==> src/rtl/uart_line_pkg.sv <==
/*
  Shared constants for the UART line-control block: flow modes, status
  selections, thresholds, infrared pulse window and timing figures.
  Assumes a single 20 MHz core clock and one UART channel per instance.
*/
package uart_line_pkg;

  // Core clock and activity toggle timing
  localparam int unsigned CLK_HZ          = 20_000_000;
  localparam int unsigned ACT_TOGGLE_HZ   = 10;
  localparam int unsigned ACT_HALF_CYCLES = CLK_HZ / (2 * ACT_TOGGLE_HZ);

  // Flow control selection codes
  localparam logic [2:0] FLOW_NONE     = 3'h0;
  localparam logic [2:0] FLOW_HW       = 3'h1;
  localparam logic [2:0] FLOW_SW       = 3'h2;
  localparam logic [2:0] FLOW_MD_FREE  = 3'h3;
  localparam logic [2:0] FLOW_MD_GATED = 3'h4;

  // Receive FIFO level used when no watermark is programmed
  localparam int unsigned WATERMARK_DEFAULT = 450;

  // Status pin selections
  localparam logic [1:0] STAT_SUSPEND    = 2'h0;
  localparam logic [1:0] STAT_LOW_DRAW   = 2'h1;
  localparam logic [1:0] STAT_HOST_RESET = 2'h2;

  // Infrared pulse window in sixteenths of a bit
  localparam logic [3:0] IR_FIRST_3 = 4'h7;
  localparam logic [3:0] IR_FIRST_4 = 4'h6;
  localparam logic [3:0] IR_LAST    = 4'h9;

  // Values after reset
  localparam logic [3:0] PHASE_RESET = 4'h0;
  localparam logic [3:0] TURN_RESET  = 4'h0;

  // Transmit launch sequencing
  typedef enum logic [1:0] {TX_IDLE, TX_LAUNCH, TX_SHIFT} tx_state_t;

endpackage : uart_line_pkg

==> src/rtl/line_sync.sv <==
/*
  Two-flop synchroniser for asynchronous level inputs.
  Assumes the inputs are plain levels; the first stage feeds only the second.
*/
`timescale 1ns/100ps
module line_sync #(
  parameter int         W       = 1,
  parameter logic [0:0] RST_BIT = 1'h1
) (
  input  wire logic         mclk,
  input  wire logic         rst_n,
  input  wire logic [W-1:0] async_in,
  output logic      [W-1:0] sync_out
);

  logic [W-1:0] meta_ff;

  // Both stages reset to the idle level so a held line looks deasserted
  always_ff @(posedge mclk)
  begin
    if (!rst_n)
    begin
      meta_ff  <= {W{RST_BIT}};
      sync_out <= {W{RST_BIT}};
    end
    else
    begin
      meta_ff  <= async_in;
      sync_out <= meta_ff;
    end
  end

endmodule : line_sync

==> src/rtl/pair_buffer.sv <==
/*
  Two-entry buffer with valid/ready on both sides.
  Assumes the drain side may stall at any time; in_ready drops when full.
*/
`timescale 1ns/100ps
module pair_buffer #(
  parameter int W = 8
) (
  input  wire logic         mclk,
  input  wire logic         rst_n,
  input  wire logic         in_valid,
  input  wire logic [W-1:0] in_data,
  output logic              in_ready,
  output logic              out_valid,
  output logic      [W-1:0] out_data,
  input  wire logic         out_ready
);

  logic [W-1:0] mem_ff [2];
  logic         wr_ptr_ff;
  logic         rd_ptr_ff;
  logic [1:0]   cnt_ff;
  logic         push;
  logic         pop;

  // Honest full and empty from the occupancy count
  assign in_ready  = (cnt_ff != 2'h2);
  assign out_valid = (cnt_ff != 2'h0);
  assign out_data  = mem_ff[rd_ptr_ff];
  assign push      = in_valid && in_ready;
  assign pop       = out_valid && out_ready;

  // Storage needs no reset; only pointers and count carry control state
  always_ff @(posedge mclk)
  begin
    if (push)
      mem_ff[wr_ptr_ff] <= in_data;
  end

  // Pointers and count
  always_ff @(posedge mclk)
  begin
    if (!rst_n)
    begin
      wr_ptr_ff <= 1'b0;
      rd_ptr_ff <= 1'b0;
      cnt_ff    <= 2'h0;
    end
    else
    begin
      if (push)
        wr_ptr_ff <= ~wr_ptr_ff;
      if (pop)
        rd_ptr_ff <= ~rd_ptr_ff;
      cnt_ff <= 2'(cnt_ff + {1'b0, push} - {1'b0, pop});
    end
  end

endmodule : pair_buffer

==> src/rtl/uart_line_flow_control.sv <==
/*
  Line control around one UART channel: hardware and software flow control,
  multidrop address matching, half-duplex drive timing, infrared shaping,
  status pins, suspend pin handling and activity toggles.
  Assumes an outside shifter pair: the transmitter reports busy, the baud
  generator gives a bit tick and a 16x tick, the receiver gives one pulse per
  character with its mark bit (top data bit or parity) already decoded.
*/
// What this block does
// RL1 - RTS low while receive FIFO below 450 bytes, high once reached.
// RL2 - Remote deasserting CTS suspends our transmission; reassertion resumes it.
// RL3 - DTR/DSR selection makes DSR/DTR act exactly like CTS/RTS.
// RL4 - Received pause character halts transmit after current character completes.
// RL5 - Received resume character restarts transmission after a pause halt.
// RL6 - Send pause at watermark, resume below it; watermark replaces 450.
// RL7 - Multidrop address match needs mark bit set and match to either char.
// RL8 - After a match, address byte and following data go to FIFO.
// RL9 - Non-matching address byte disables the receiver.
// RL10 - Mode 3 transmits freely; mode 4 transmits only after address match.
// RL11 - Remote sender marks address bytes with mark bit, data with space.
// RL12 - Drive enable drops after last stop bit, optionally 1-15 bits later.
// RL13 - Half-duplex: receive input ignored while transmitter sends.
// RL14 - Infrared: centred 3/16 or 4/16 pulses, optional receive inversion, off at reset.
// RL15 - Two status pins, each picks one of three indications and polarity.
// RL16 - Low draw asserts in suspend, and before configuration for high-power parts.
// RL17 - Host reset indication asserted for the whole bus reset.
// RL18 - Suspend without override keeps pin outputs; with override uses sleep settings.
// RL19 - Suspend with override: clock pin low, drive enable deasserted.
// RL20 - Serial transmit and receive lines idle high during suspend.
// RL21 - Sleep level sets each pin; sleep drive picks open-drain or push-pull.
// RL22 - Activity toggles run near 10 Hz while their line is active.
// RL23 - Flow control asserts when FIFO count reaches the programmed watermark.
// RL24 - CTS and DSR inputs pass through two flip-flops before use.
`timescale 1ns/100ps
module uart_line_flow_control #(
  parameter int          CNT_W     = 10,
  parameter int          GPIO_N    = 10,
  parameter int unsigned ACT_HALF  = uart_line_pkg::ACT_HALF_CYCLES
) (
  input  wire logic              mclk,
  input  wire logic              rst_n,
  // Configuration
  input  wire logic [2:0]        flow_mode,
  input  wire logic              pin_function_sel,
  input  wire logic              half_duplex_en,
  input  wire logic              auto_drive_en,
  input  wire logic [3:0]        turnaround_delay,
  input  wire logic              infrared_enable,
  input  wire logic              ir_wide_pulse,
  input  wire logic              ir_rx_invert,
  input  wire logic [CNT_W-1:0]  rx_watermark,
  input  wire logic [7:0]        resume_char_reg,
  input  wire logic [7:0]        pause_char_reg,
  // Baud timing and shifters
  input  wire logic              bit_tick,
  input  wire logic              sample_tick,
  input  wire logic              tx_busy,
  input  wire logic              tx_serial,
  output logic                   tx_shift_start,
  output logic      [7:0]        tx_shift_data,
  input  wire logic              tx_req_valid,
  input  wire logic [7:0]        tx_req_data,
  output logic                   tx_req_ready,
  input  wire logic              rx_valid,
  input  wire logic [7:0]        rx_data,
  input  wire logic              rx_mark,
  output logic                   rx_in_ready,
  output logic                   rx_out_valid,
  output logic      [7:0]        rx_out_data,
  input  wire logic              rx_out_ready,
  input  wire logic [CNT_W-1:0]  rx_fifo_count,
  // Serial pins
  output logic                   tx_pin_out,
  input  wire logic              rx_pin_in,
  output logic                   rx_line_out,
  output logic                   rts_n_out,
  input  wire logic              cts_n_in,
  output logic                   dtr_n_out,
  input  wire logic              dsr_n_in,
  output logic                   half_duplex_drive_enable,
  // USB state and status pins
  input  wire logic              usb_suspend,
  input  wire logic              usb_configured,
  input  wire logic              usb_bus_reset,
  input  wire logic              high_power_cfg,
  input  wire logic [3:0]        stat_sel,
  input  wire logic [1:0]        stat_invert,
  output logic      [1:0]        stat_out,
  // General pins
  input  wire logic [GPIO_N-1:0] gpio_out,
  input  wire logic [GPIO_N-1:0] gpio_oe,
  input  wire logic [GPIO_N-1:0] gpio_is_clock,
  input  wire logic              suspend_override_en,
  input  wire logic [GPIO_N-1:0] sleep_pin_level,
  input  wire logic [GPIO_N-1:0] sleep_pin_drive,
  output logic      [GPIO_N-1:0] gpio_pin_out,
  output logic      [GPIO_N-1:0] gpio_pin_oe,
  output logic                   tx_activity_toggle,
  output logic                   rx_activity_toggle
);

  localparam int AW = $clog2(ACT_HALF + 1);

  uart_line_pkg::tx_state_t state_ff;
  logic [1:0]       flow_n_s;
  logic             cts_off;
  logic             hw_mode;
  logic             sw_mode;
  logic             md_mode;
  logic [CNT_W-1:0] level;
  logic             at_level;
  logic             xoff_halt_ff;
  logic             paused_sent_ff;
  logic             match_ff;
  logic             need_pause;
  logic             need_resume;
  logic             tx_permit;
  logic             launch;
  logic             data_launch;
  logic             hd_blank;
  logic             addr_hit;
  logic             rx_store;
  logic             buf_in_valid;
  logic             de_ff;
  logic [3:0]       turn_cnt_ff;
  logic [3:0]       phase_ff;
  logic             ir_pulse;
  logic             susp_d_ff;
  logic [GPIO_N-1:0] hold_out_ff;
  logic [GPIO_N-1:0] hold_oe_ff;
  logic [AW-1:0]    act_cnt_ff;
  logic             act_tick;
  logic [1:0]       act_seen_ff;
  logic [1:0]       act_src;
  logic [1:0]       act_tog_ff;
  logic             low_draw;

  // Remote handshake inputs are asynchronous to mclk
  line_sync #(.W(2), .RST_BIT(1'h1)) u_flow_sync (  // [RL24]
    .mclk     (mclk),
    .rst_n    (rst_n),
    .async_in ({dsr_n_in, cts_n_in}),
    .sync_out (flow_n_s)
  );

  // Mode decode and receive level; zero watermark keeps the default level
  assign hw_mode  = (flow_mode == uart_line_pkg::FLOW_HW);
  assign sw_mode  = (flow_mode == uart_line_pkg::FLOW_SW);
  assign md_mode  = (flow_mode == uart_line_pkg::FLOW_MD_FREE) || (flow_mode == uart_line_pkg::FLOW_MD_GATED);
  assign level    = (rx_watermark == '0) ? CNT_W'(uart_line_pkg::WATERMARK_DEFAULT) : rx_watermark;  // [RL6] [RL23]
  assign at_level = (rx_fifo_count >= level);  // [RL23]
  assign cts_off  = hw_mode && (pin_function_sel ? flow_n_s[1] : flow_n_s[0]);  // [RL2] [RL3]

  // Local request lines; the unused pair stays asserted
  always_ff @(posedge mclk)
  begin
    if (!rst_n)
    begin
      rts_n_out <= 1'b0;
      dtr_n_out <= 1'b0;
    end
    else
    begin
      rts_n_out <= hw_mode && !pin_function_sel && at_level;  // [RL1]
      dtr_n_out <= hw_mode && pin_function_sel && at_level;   // [RL3]
    end
  end

  // Pause/resume characters owed to the remote end
  assign need_pause  = sw_mode && at_level && !paused_sent_ff;  // [RL6]
  assign need_resume = sw_mode && !at_level && paused_sent_ff;  // [RL6]

  // Gating only blocks new launches, so a character in flight always completes
  assign tx_permit = !cts_off && !(sw_mode && xoff_halt_ff) && !usb_suspend
                     && !((flow_mode == uart_line_pkg::FLOW_MD_GATED) && !match_ff);  // [RL2] [RL4] [RL10]
  assign launch      = (state_ff == uart_line_pkg::TX_IDLE) && !tx_busy
                       && !usb_suspend && (need_pause || need_resume || (tx_permit && tx_req_valid));
  assign data_launch = launch && !need_pause && !need_resume;
  assign tx_req_ready   = data_launch;
  assign tx_shift_start = launch;

  // Launch sequencing: wait for the shifter to take the byte and finish it
  always_ff @(posedge mclk)
  begin
    if (!rst_n)
      state_ff <= uart_line_pkg::TX_IDLE;
    else
    begin
      case (state_ff)
        uart_line_pkg::TX_IDLE:   if (launch) state_ff <= uart_line_pkg::TX_LAUNCH;
        uart_line_pkg::TX_LAUNCH: if (tx_busy) state_ff <= uart_line_pkg::TX_SHIFT;
        uart_line_pkg::TX_SHIFT:  if (!tx_busy) state_ff <= uart_line_pkg::TX_IDLE;
        default:                  state_ff <= uart_line_pkg::TX_IDLE;
      endcase
    end
  end

  // Byte handed to the shifter, flow characters first
  always_ff @(posedge mclk)
  begin
    if (!rst_n)
      tx_shift_data <= 8'h00;
    else if (launch)
      tx_shift_data <= need_pause ? pause_char_reg : (need_resume ? resume_char_reg : tx_req_data);  // [RL6]
  end

  // Record which flow character was last sent
  always_ff @(posedge mclk)
  begin
    if (!rst_n || !sw_mode)
      paused_sent_ff <= 1'b0;
    else if (launch && need_pause)
      paused_sent_ff <= 1'b1;  // [RL6]
    else if (launch && need_resume)
      paused_sent_ff <= 1'b0;  // [RL6]
  end

  // Receive qualification: half-duplex blanking, flow chars, address filter
  assign hd_blank = half_duplex_en && tx_busy;  // [RL13]
  assign addr_hit = rx_mark && ((rx_data == resume_char_reg) || (rx_data == pause_char_reg));  // [RL7]
  always_comb
  begin
    rx_store = 1'b0;
    if (rx_valid && !hd_blank)
    begin
      if (sw_mode)
        rx_store = (rx_data != pause_char_reg) && (rx_data != resume_char_reg);
      else if (md_mode)
        rx_store = rx_mark ? addr_hit : match_ff;  // [RL8] [RL9]
      else
        rx_store = 1'b1;
    end
  end
  assign buf_in_valid = rx_store;

  // Remote pause state from received characters
  always_ff @(posedge mclk)
  begin
    if (!rst_n || !sw_mode)
      xoff_halt_ff <= 1'b0;
    else if (rx_valid && !hd_blank && rx_data == pause_char_reg)
      xoff_halt_ff <= 1'b1;  // [RL4]
    else if (rx_valid && !hd_blank && rx_data == resume_char_reg)
      xoff_halt_ff <= 1'b0;  // [RL5]
  end

  // Address match state; any address byte re-decides it
  always_ff @(posedge mclk)
  begin
    if (!rst_n || !md_mode)
      match_ff <= 1'b0;
    else if (rx_valid && !hd_blank && rx_mark)
      match_ff <= addr_hit;  // [RL7] [RL9] [RL11]
  end

  // Two entries absorb a receiver word while the FIFO side stalls
  pair_buffer #(.W(8)) u_rx_buf (
    .mclk      (mclk),
    .rst_n     (rst_n),
    .in_valid  (buf_in_valid),
    .in_data   (rx_data),
    .in_ready  (rx_in_ready),
    .out_valid (rx_out_valid),
    .out_data  (rx_out_data),
    .out_ready (rx_out_ready)
  );

  // Drive enable held for the turnaround delay after the last stop bit
  always_ff @(posedge mclk)
  begin
    if (!rst_n)
    begin
      de_ff       <= 1'b0;
      turn_cnt_ff <= uart_line_pkg::TURN_RESET;
    end
    else if (tx_busy)
    begin
      de_ff       <= 1'b1;
      turn_cnt_ff <= turnaround_delay;
    end
    else if (de_ff && turn_cnt_ff == 4'h0)
      de_ff <= 1'b0;  // [RL12]
    else if (de_ff && bit_tick)
      turn_cnt_ff <= 4'(turn_cnt_ff - 4'h1);  // [RL12]
  end
  assign half_duplex_drive_enable = auto_drive_en && de_ff && !(usb_suspend && suspend_override_en);  // [RL19]

  // Sixteenth-of-bit phase, realigned at every bit boundary
  always_ff @(posedge mclk)
  begin
    if (!rst_n || bit_tick)
      phase_ff <= uart_line_pkg::PHASE_RESET;
    else if (sample_tick)
      phase_ff <= 4'(phase_ff + 4'h1);
  end
  assign ir_pulse = !tx_serial && (phase_ff <= uart_line_pkg::IR_LAST)
                    && (phase_ff >= (ir_wide_pulse ? uart_line_pkg::IR_FIRST_4 : uart_line_pkg::IR_FIRST_3));  // [RL14]

  // Serial pins; suspend forces both to idle high
  always_ff @(posedge mclk)
  begin
    if (!rst_n)
    begin
      tx_pin_out  <= 1'b1;
      rx_line_out <= 1'b1;
    end
    else if (usb_suspend)
    begin
      tx_pin_out  <= 1'b1;  // [RL20]
      rx_line_out <= 1'b1;  // [RL20]
    end
    else
    begin
      tx_pin_out  <= infrared_enable ? ir_pulse : tx_serial;  // [RL14]
      rx_line_out <= hd_blank ? 1'b1 : ((infrared_enable && ir_rx_invert) ? ~rx_pin_in : rx_pin_in);  // [RL13] [RL14]
    end
  end

  // Status indications; low draw equals suspend for low-power parts
  assign low_draw = usb_suspend || (high_power_cfg && !usb_configured);  // [RL16]
  for (genvar s = 0; s < 2; s++)
  begin : g_stat
    always_ff @(posedge mclk)
    begin
      if (!rst_n)
        stat_out[s] <= stat_invert[s];
      else
      begin
        case (stat_sel[2*s +: 2])
          uart_line_pkg::STAT_SUSPEND:    stat_out[s] <= usb_suspend ^ stat_invert[s];    // [RL15]
          uart_line_pkg::STAT_LOW_DRAW:   stat_out[s] <= low_draw ^ stat_invert[s];       // [RL16]
          uart_line_pkg::STAT_HOST_RESET: stat_out[s] <= usb_bus_reset ^ stat_invert[s];  // [RL17]
          default:                        stat_out[s] <= stat_invert[s];
        endcase
      end
    end
  end

  // Pin state captured on suspend entry so it can be kept
  always_ff @(posedge mclk)
  begin
    if (!rst_n)
    begin
      susp_d_ff   <= 1'b0;
      hold_out_ff <= '0;
      hold_oe_ff  <= '0;
    end
    else
    begin
      susp_d_ff <= usb_suspend;
      if (!susp_d_ff)
      begin
        hold_out_ff <= gpio_out;
        hold_oe_ff  <= gpio_oe;
      end
    end
  end

  // General pins per bit; a set sleep_pin_drive bit means open-drain
  for (genvar g = 0; g < GPIO_N; g++)
  begin : g_pin
    always_ff @(posedge mclk)
    begin
      if (!rst_n)
      begin
        gpio_pin_out[g] <= 1'b0;
        gpio_pin_oe[g]  <= 1'b0;
      end
      else if (!usb_suspend)
      begin
        gpio_pin_out[g] <= gpio_out[g];
        gpio_pin_oe[g]  <= gpio_oe[g];
      end
      else if (!suspend_override_en)
      begin
        gpio_pin_out[g] <= hold_out_ff[g];  // [RL18]
        gpio_pin_oe[g]  <= hold_oe_ff[g];   // [RL18]
      end
      else if (gpio_is_clock[g])
      begin
        gpio_pin_out[g] <= 1'b0;  // [RL19]
        gpio_pin_oe[g]  <= 1'b1;  // [RL19]
      end
      else
      begin
        gpio_pin_out[g] <= sleep_pin_drive[g] ? 1'b0 : sleep_pin_level[g];  // [RL21]
        gpio_pin_oe[g]  <= sleep_pin_drive[g] ? !sleep_pin_level[g] : 1'b1;  // [RL18] [RL21]
      end
    end
  end

  // Activity window divider; one enable pulse each half period
  assign act_tick = (act_cnt_ff == AW'(ACT_HALF - 1));
  always_ff @(posedge mclk)
  begin
    if (!rst_n || act_tick)
      act_cnt_ff <= '0;
    else
      act_cnt_ff <= AW'(act_cnt_ff + 1'b1);
  end

  // Toggle at window end if the line saw activity; new activity beats the clear
  assign act_src = {rx_valid || !rx_pin_in, tx_busy};
  for (genvar a = 0; a < 2; a++)
  begin : g_act
    always_ff @(posedge mclk)
    begin
      if (!rst_n)
      begin
        act_seen_ff[a] <= 1'b0;
        act_tog_ff[a]  <= 1'b0;
      end
      else
      begin
        act_seen_ff[a] <= act_src[a] || (act_seen_ff[a] && !act_tick);
        if (act_tick && act_seen_ff[a])
          act_tog_ff[a] <= ~act_tog_ff[a];  // [RL22]
      end
    end
  end
  assign tx_activity_toggle = act_tog_ff[0];
  assign rx_activity_toggle = act_tog_ff[1];
endmodule : uart_line_flow_control

==> config.mk <==
export PLATFORM = sky130hd
export DESIGN_NAME = uart_line_flow_control
export DESIGN_NICKNAME = d
export VERILOG_FILES = /design/src/rtl/uart_line_pkg.sv /design/src/rtl/line_sync.sv /design/src/rtl/pair_buffer.sv /design/src/rtl/uart_line_flow_control.sv
export SDC_FILE = /design/constraint.sdc
export NUM_CORES = 1
export LEC_CHECK = 0
export BUFFER_PORTS_ARGS = -buffer_cell sky130_fd_sc_hd__buf_4
export CAP_MARGIN = 20
export CORE_MARGIN = 2
export CORE_UTILIZATION = 55
export CTS_CLUSTER_SIZE = 20
export DETAILED_ROUTE_END_ITERATION = 10
export PLACE_DENSITY = 0.83
export SYNTH_ARGS = -nofsm -noshare
export SYNTH_HDL_FRONTEND = slang
export SYNTH_HIERARCHICAL = 1
export SYNTH_SLANG_ARGS = --single-unit
==> constraint.sdc <==
create_clock -name mclk -period 4.4 [get_ports mclk]
set_input_delay 0.44 -clock mclk [delete_from_list [all_inputs] [get_ports mclk]]
set_output_delay 0.44 -clock mclk [all_outputs]
set_load 0.01 [all_outputs]
==> results.py <==
metrics = {
    "floorplan": {
        "die_h_um": 108,
        "io_pins": 188,
        "start_util": 0.571,
        "dieArea_mm2": 0.0116,
        "die_w_um": 108,
        "rows": 37,
        "coreArea_mm2": 0.0104,
    },
    "timing": {
        "tns_ps": 0,
        "rsz0062_at_grt": "no",
        "fin_worst_skew_ps": 12.4,
        "finalSetupViolations": 0,
        "slew_headroom": 0.292,
        "finalHoldViolations": 0,
        "fin_crit_sh": 0.873,
        "worst_pin_slew_ps": 1060,
        "final-max-slew-violation-count": 0,
        "fin_crit_ps": 3840,
        "hold_slack_ps": 114,
        "fmax_mhz": 260,
    },
    "synthesis": {
        "syn_nets": 779,
        "yosys-top-cells-area": "dfxtp_1 (34%), mux2i_1 (8.6%), edfxtp_1 (8.1%)",
        "ys_seq_area_frac": 0.426,
        "ys.flop_type": "dfxtp_1",
        "synth_top_cell_by_area": "dfxtp_1",
        "syn_inst": 615,
        "synth-async-reset-ratio": 0,
        "ys_warn_count": 6,
        "syn_avg_cell_area_um2": 9.63,
        "yosysTopAreaCellShare": 0.345,
        "synth_area_mm2": 0.00592,
        "yosysUniqueCellTypes": 62,
        "synth_edf_count": 16,
        "netlist_top_cells_count": "dfxtp_1 (102), nor2_1 (87), mux2i_1 (51), nand2_1 (45), xnor2_1 (30)",
        "yosysMostFrequentCell": "dfxtp_1",
        "synth_seq_cells": 118,
    },
    "grt": {
        "grt_pass1_vias": 5205,
        "grt_use_total": 0.273,
        "grt_pass1_wl_mm": 24.9,
        "grt_remaining_overflow": 0,
        "grt_max_degree": 44,
        "antenna_found_initial": 0,
    },
    "placement": {
        "place_area_mm2": 0.00742,
        "dp.cells": 918,
        "post-dp-hpwl_mm": 11.6,
        "gp_congestion": 0.915,
        "portBuffers": 187,
    },
    "critical_path": {
        "path_max_fanout": 10,
        "arrival_ps": 3400,
        "start_kind": "input pin",
        "cp.required_ps": 3960,
        "crit_type": "input pin to primary output",
        "end_kind": "primary output",
    },
    "cts": {
        "cts_resized": 0,
        "max-clock-path-buffers": 2,
        "cts-buffers-inserted": 17,
        "tritoncts": "yes",
        "clk_latency_ps": 510,
        "cts_setup_buffers": 0,
        "cts-root-buf": "clkbuf_8",
        "cts_hold_buf": 0,
        "path_clk_slew_ps": 60,
        "cts_sinks": 118,
        "cts.htree.levels": 4,
    },
    "drt": {
        "vias_per_cell": 5.51,
        "first_iter_violations": 285,
        "routed_wl_mm": 15.8,
        "post-route-drc-count": 0,
        "dr.pass1.iters": 4,
        "num_vias": 5242,
        "ant_nets": 0,
        "wl_per_cell_um": 16.6,
    },
    "layout": {
        "postLayoutCellArea_mm2": 0.00804,
        "final_util": 0.775,
        "multi_input_area_mm2": 0.00320,
        "syn2layout_area_growth_pct": 35.7,
        "fillers": 694,
        "antennaDiodeCount": 0,
        "regArea_mm2": 0.00252,
        "layout.nets": 966,
        "drive_gt1_frac": 0.320,
        "stdcell_count": 951,
    },
    "power_and_ir_drop": {
        "leakagePower_nw": 3.52,
        "peakVddDrop_v": 0.000237,
        "p_per_area_mw_per_mm2": 394,
    },
    "outcome": {
        "status": "complete, no violations",
    },
    "flow_run": {
        "maxCapViolCount": 0,
    },
    "worst_hold_path": {
        "hp-class": "input pin to flip-flop",
    },
}
-- layout by cell type, fill, tap and decap left out, types with 3 or more instances in the layout --
master	instances
and4b_1	10
inv_6	7
nand4_1	10
a211oi_1	12
nand3_1	15
mux2i_1	51
edfxtp_1	16
o211ai_1	9
nor2_1	87
xor2_1	19
nand2b_1	10
nand3_2	3
ha_1	25
a21oi_1	12
o21ai_0	25
and3_1	6
mux2_2	15
inv_1	26
nor3b_1	12
nand2_1	45
clkbuf_16	17
buf_4	189
nor3_1	5
dfxtp_1	102
nor4_1	3
xnor2_1	30
-- cell type report --
class,instances,share of cell area
flip-flops and latches,118,0.314
well taps,136,0.0212
multi-input cells,448,0.398
clock buffers,18,0.0546
clock inverters,14,0.0198
repair buffers,190,0.180
inverters,27,0.0126
-- critical path: stages --
cell      delay, ps
buf_4           110
or4_1           500
nor4_1          560
nor2_1          120
ha_1            400
nand3_2          90
o21bai_2        140
nand3_2         220
a21oi_2         240
o31a_1          150
buf_4           210
inv_1            70
buf_4           150
-- sequential cells by signal, indices dropped and copies added (netlist names), 4 cells and up, named ones only --
register	cells
hold_out_ff	10
gpio_pin_out	10
phase_ff	4
u_rx_buf/mem_ff	16
tx_shift_data	8
turn_cnt_ff	4
hold_oe_ff	10
act_cnt_ff	20
gpio_pin_oe	10
-- final timing paths --
check | endpoint | slack [ps] | cells after the start | start
setup reg to reg | u_rx_buf/cnt_ff[1] | 2460 | 10 | match_ff
hold / removal | stat_out[0] | 110 | 2 | stat_invert[0]
setup / recovery | tx_shift_start | 560 | 13 | rx_watermark[4]
hold reg to reg | u_flow_sync/sync_out[0] | 410 | 1 | u_flow_sync/meta_ff[0]
-- logic make-up (layout without fill, tap and decap cells) --
group,count (synthesis),count (layout),synth area share
XOR/XNOR,49,49,0.0724
buffers and inverters,49,249,0.0336
flip-flops,118,118,0.426
adder cells (fa/ha/maj),25,25,0.0528
multiplexers,67,67,0.117
AO/OA/AOI/OAI,79,79,0.0923
AND/OR/NAND/NOR,228,228,0.207
-- routing by layer --
| layer | global-route usage | wire length [µm] | up-vias |
|---|---|---|---|
| met5 | 0 | 0 | - |
| met4 | 0.125 | 431 | 0 |
| met3 | 0.0442 | 866 | 39 |
| met2 | 0.478 | 8080 | 184 |
| met1 | 0.327 | 6420 | 2481 |
| li1 | - | - | 2538 |
-- metrics by stage --
| step | setup WS, ps | total power, mW |
|---|---|---|
| finish | 559 | 3.16 |
| global route | 330 | 3.28 |
| CTS | 598 | 3.17 |
| detailed placement | 654 | 1.79 |
| global placement | 801 | 1.76 |
| floorplan | 1170 | 1.53 |
-- power breakdown --
| part | internal (mW) | switching, mW |
|---|---|---|
| Clock | 0.853 | 0.539 |
| Combinational | 0.297 | 0.259 |
| Sequential | 1.17 | 0.0491 |
| Total | 2.32 | 0.847 |
Power figures use the tool's default switching activity.
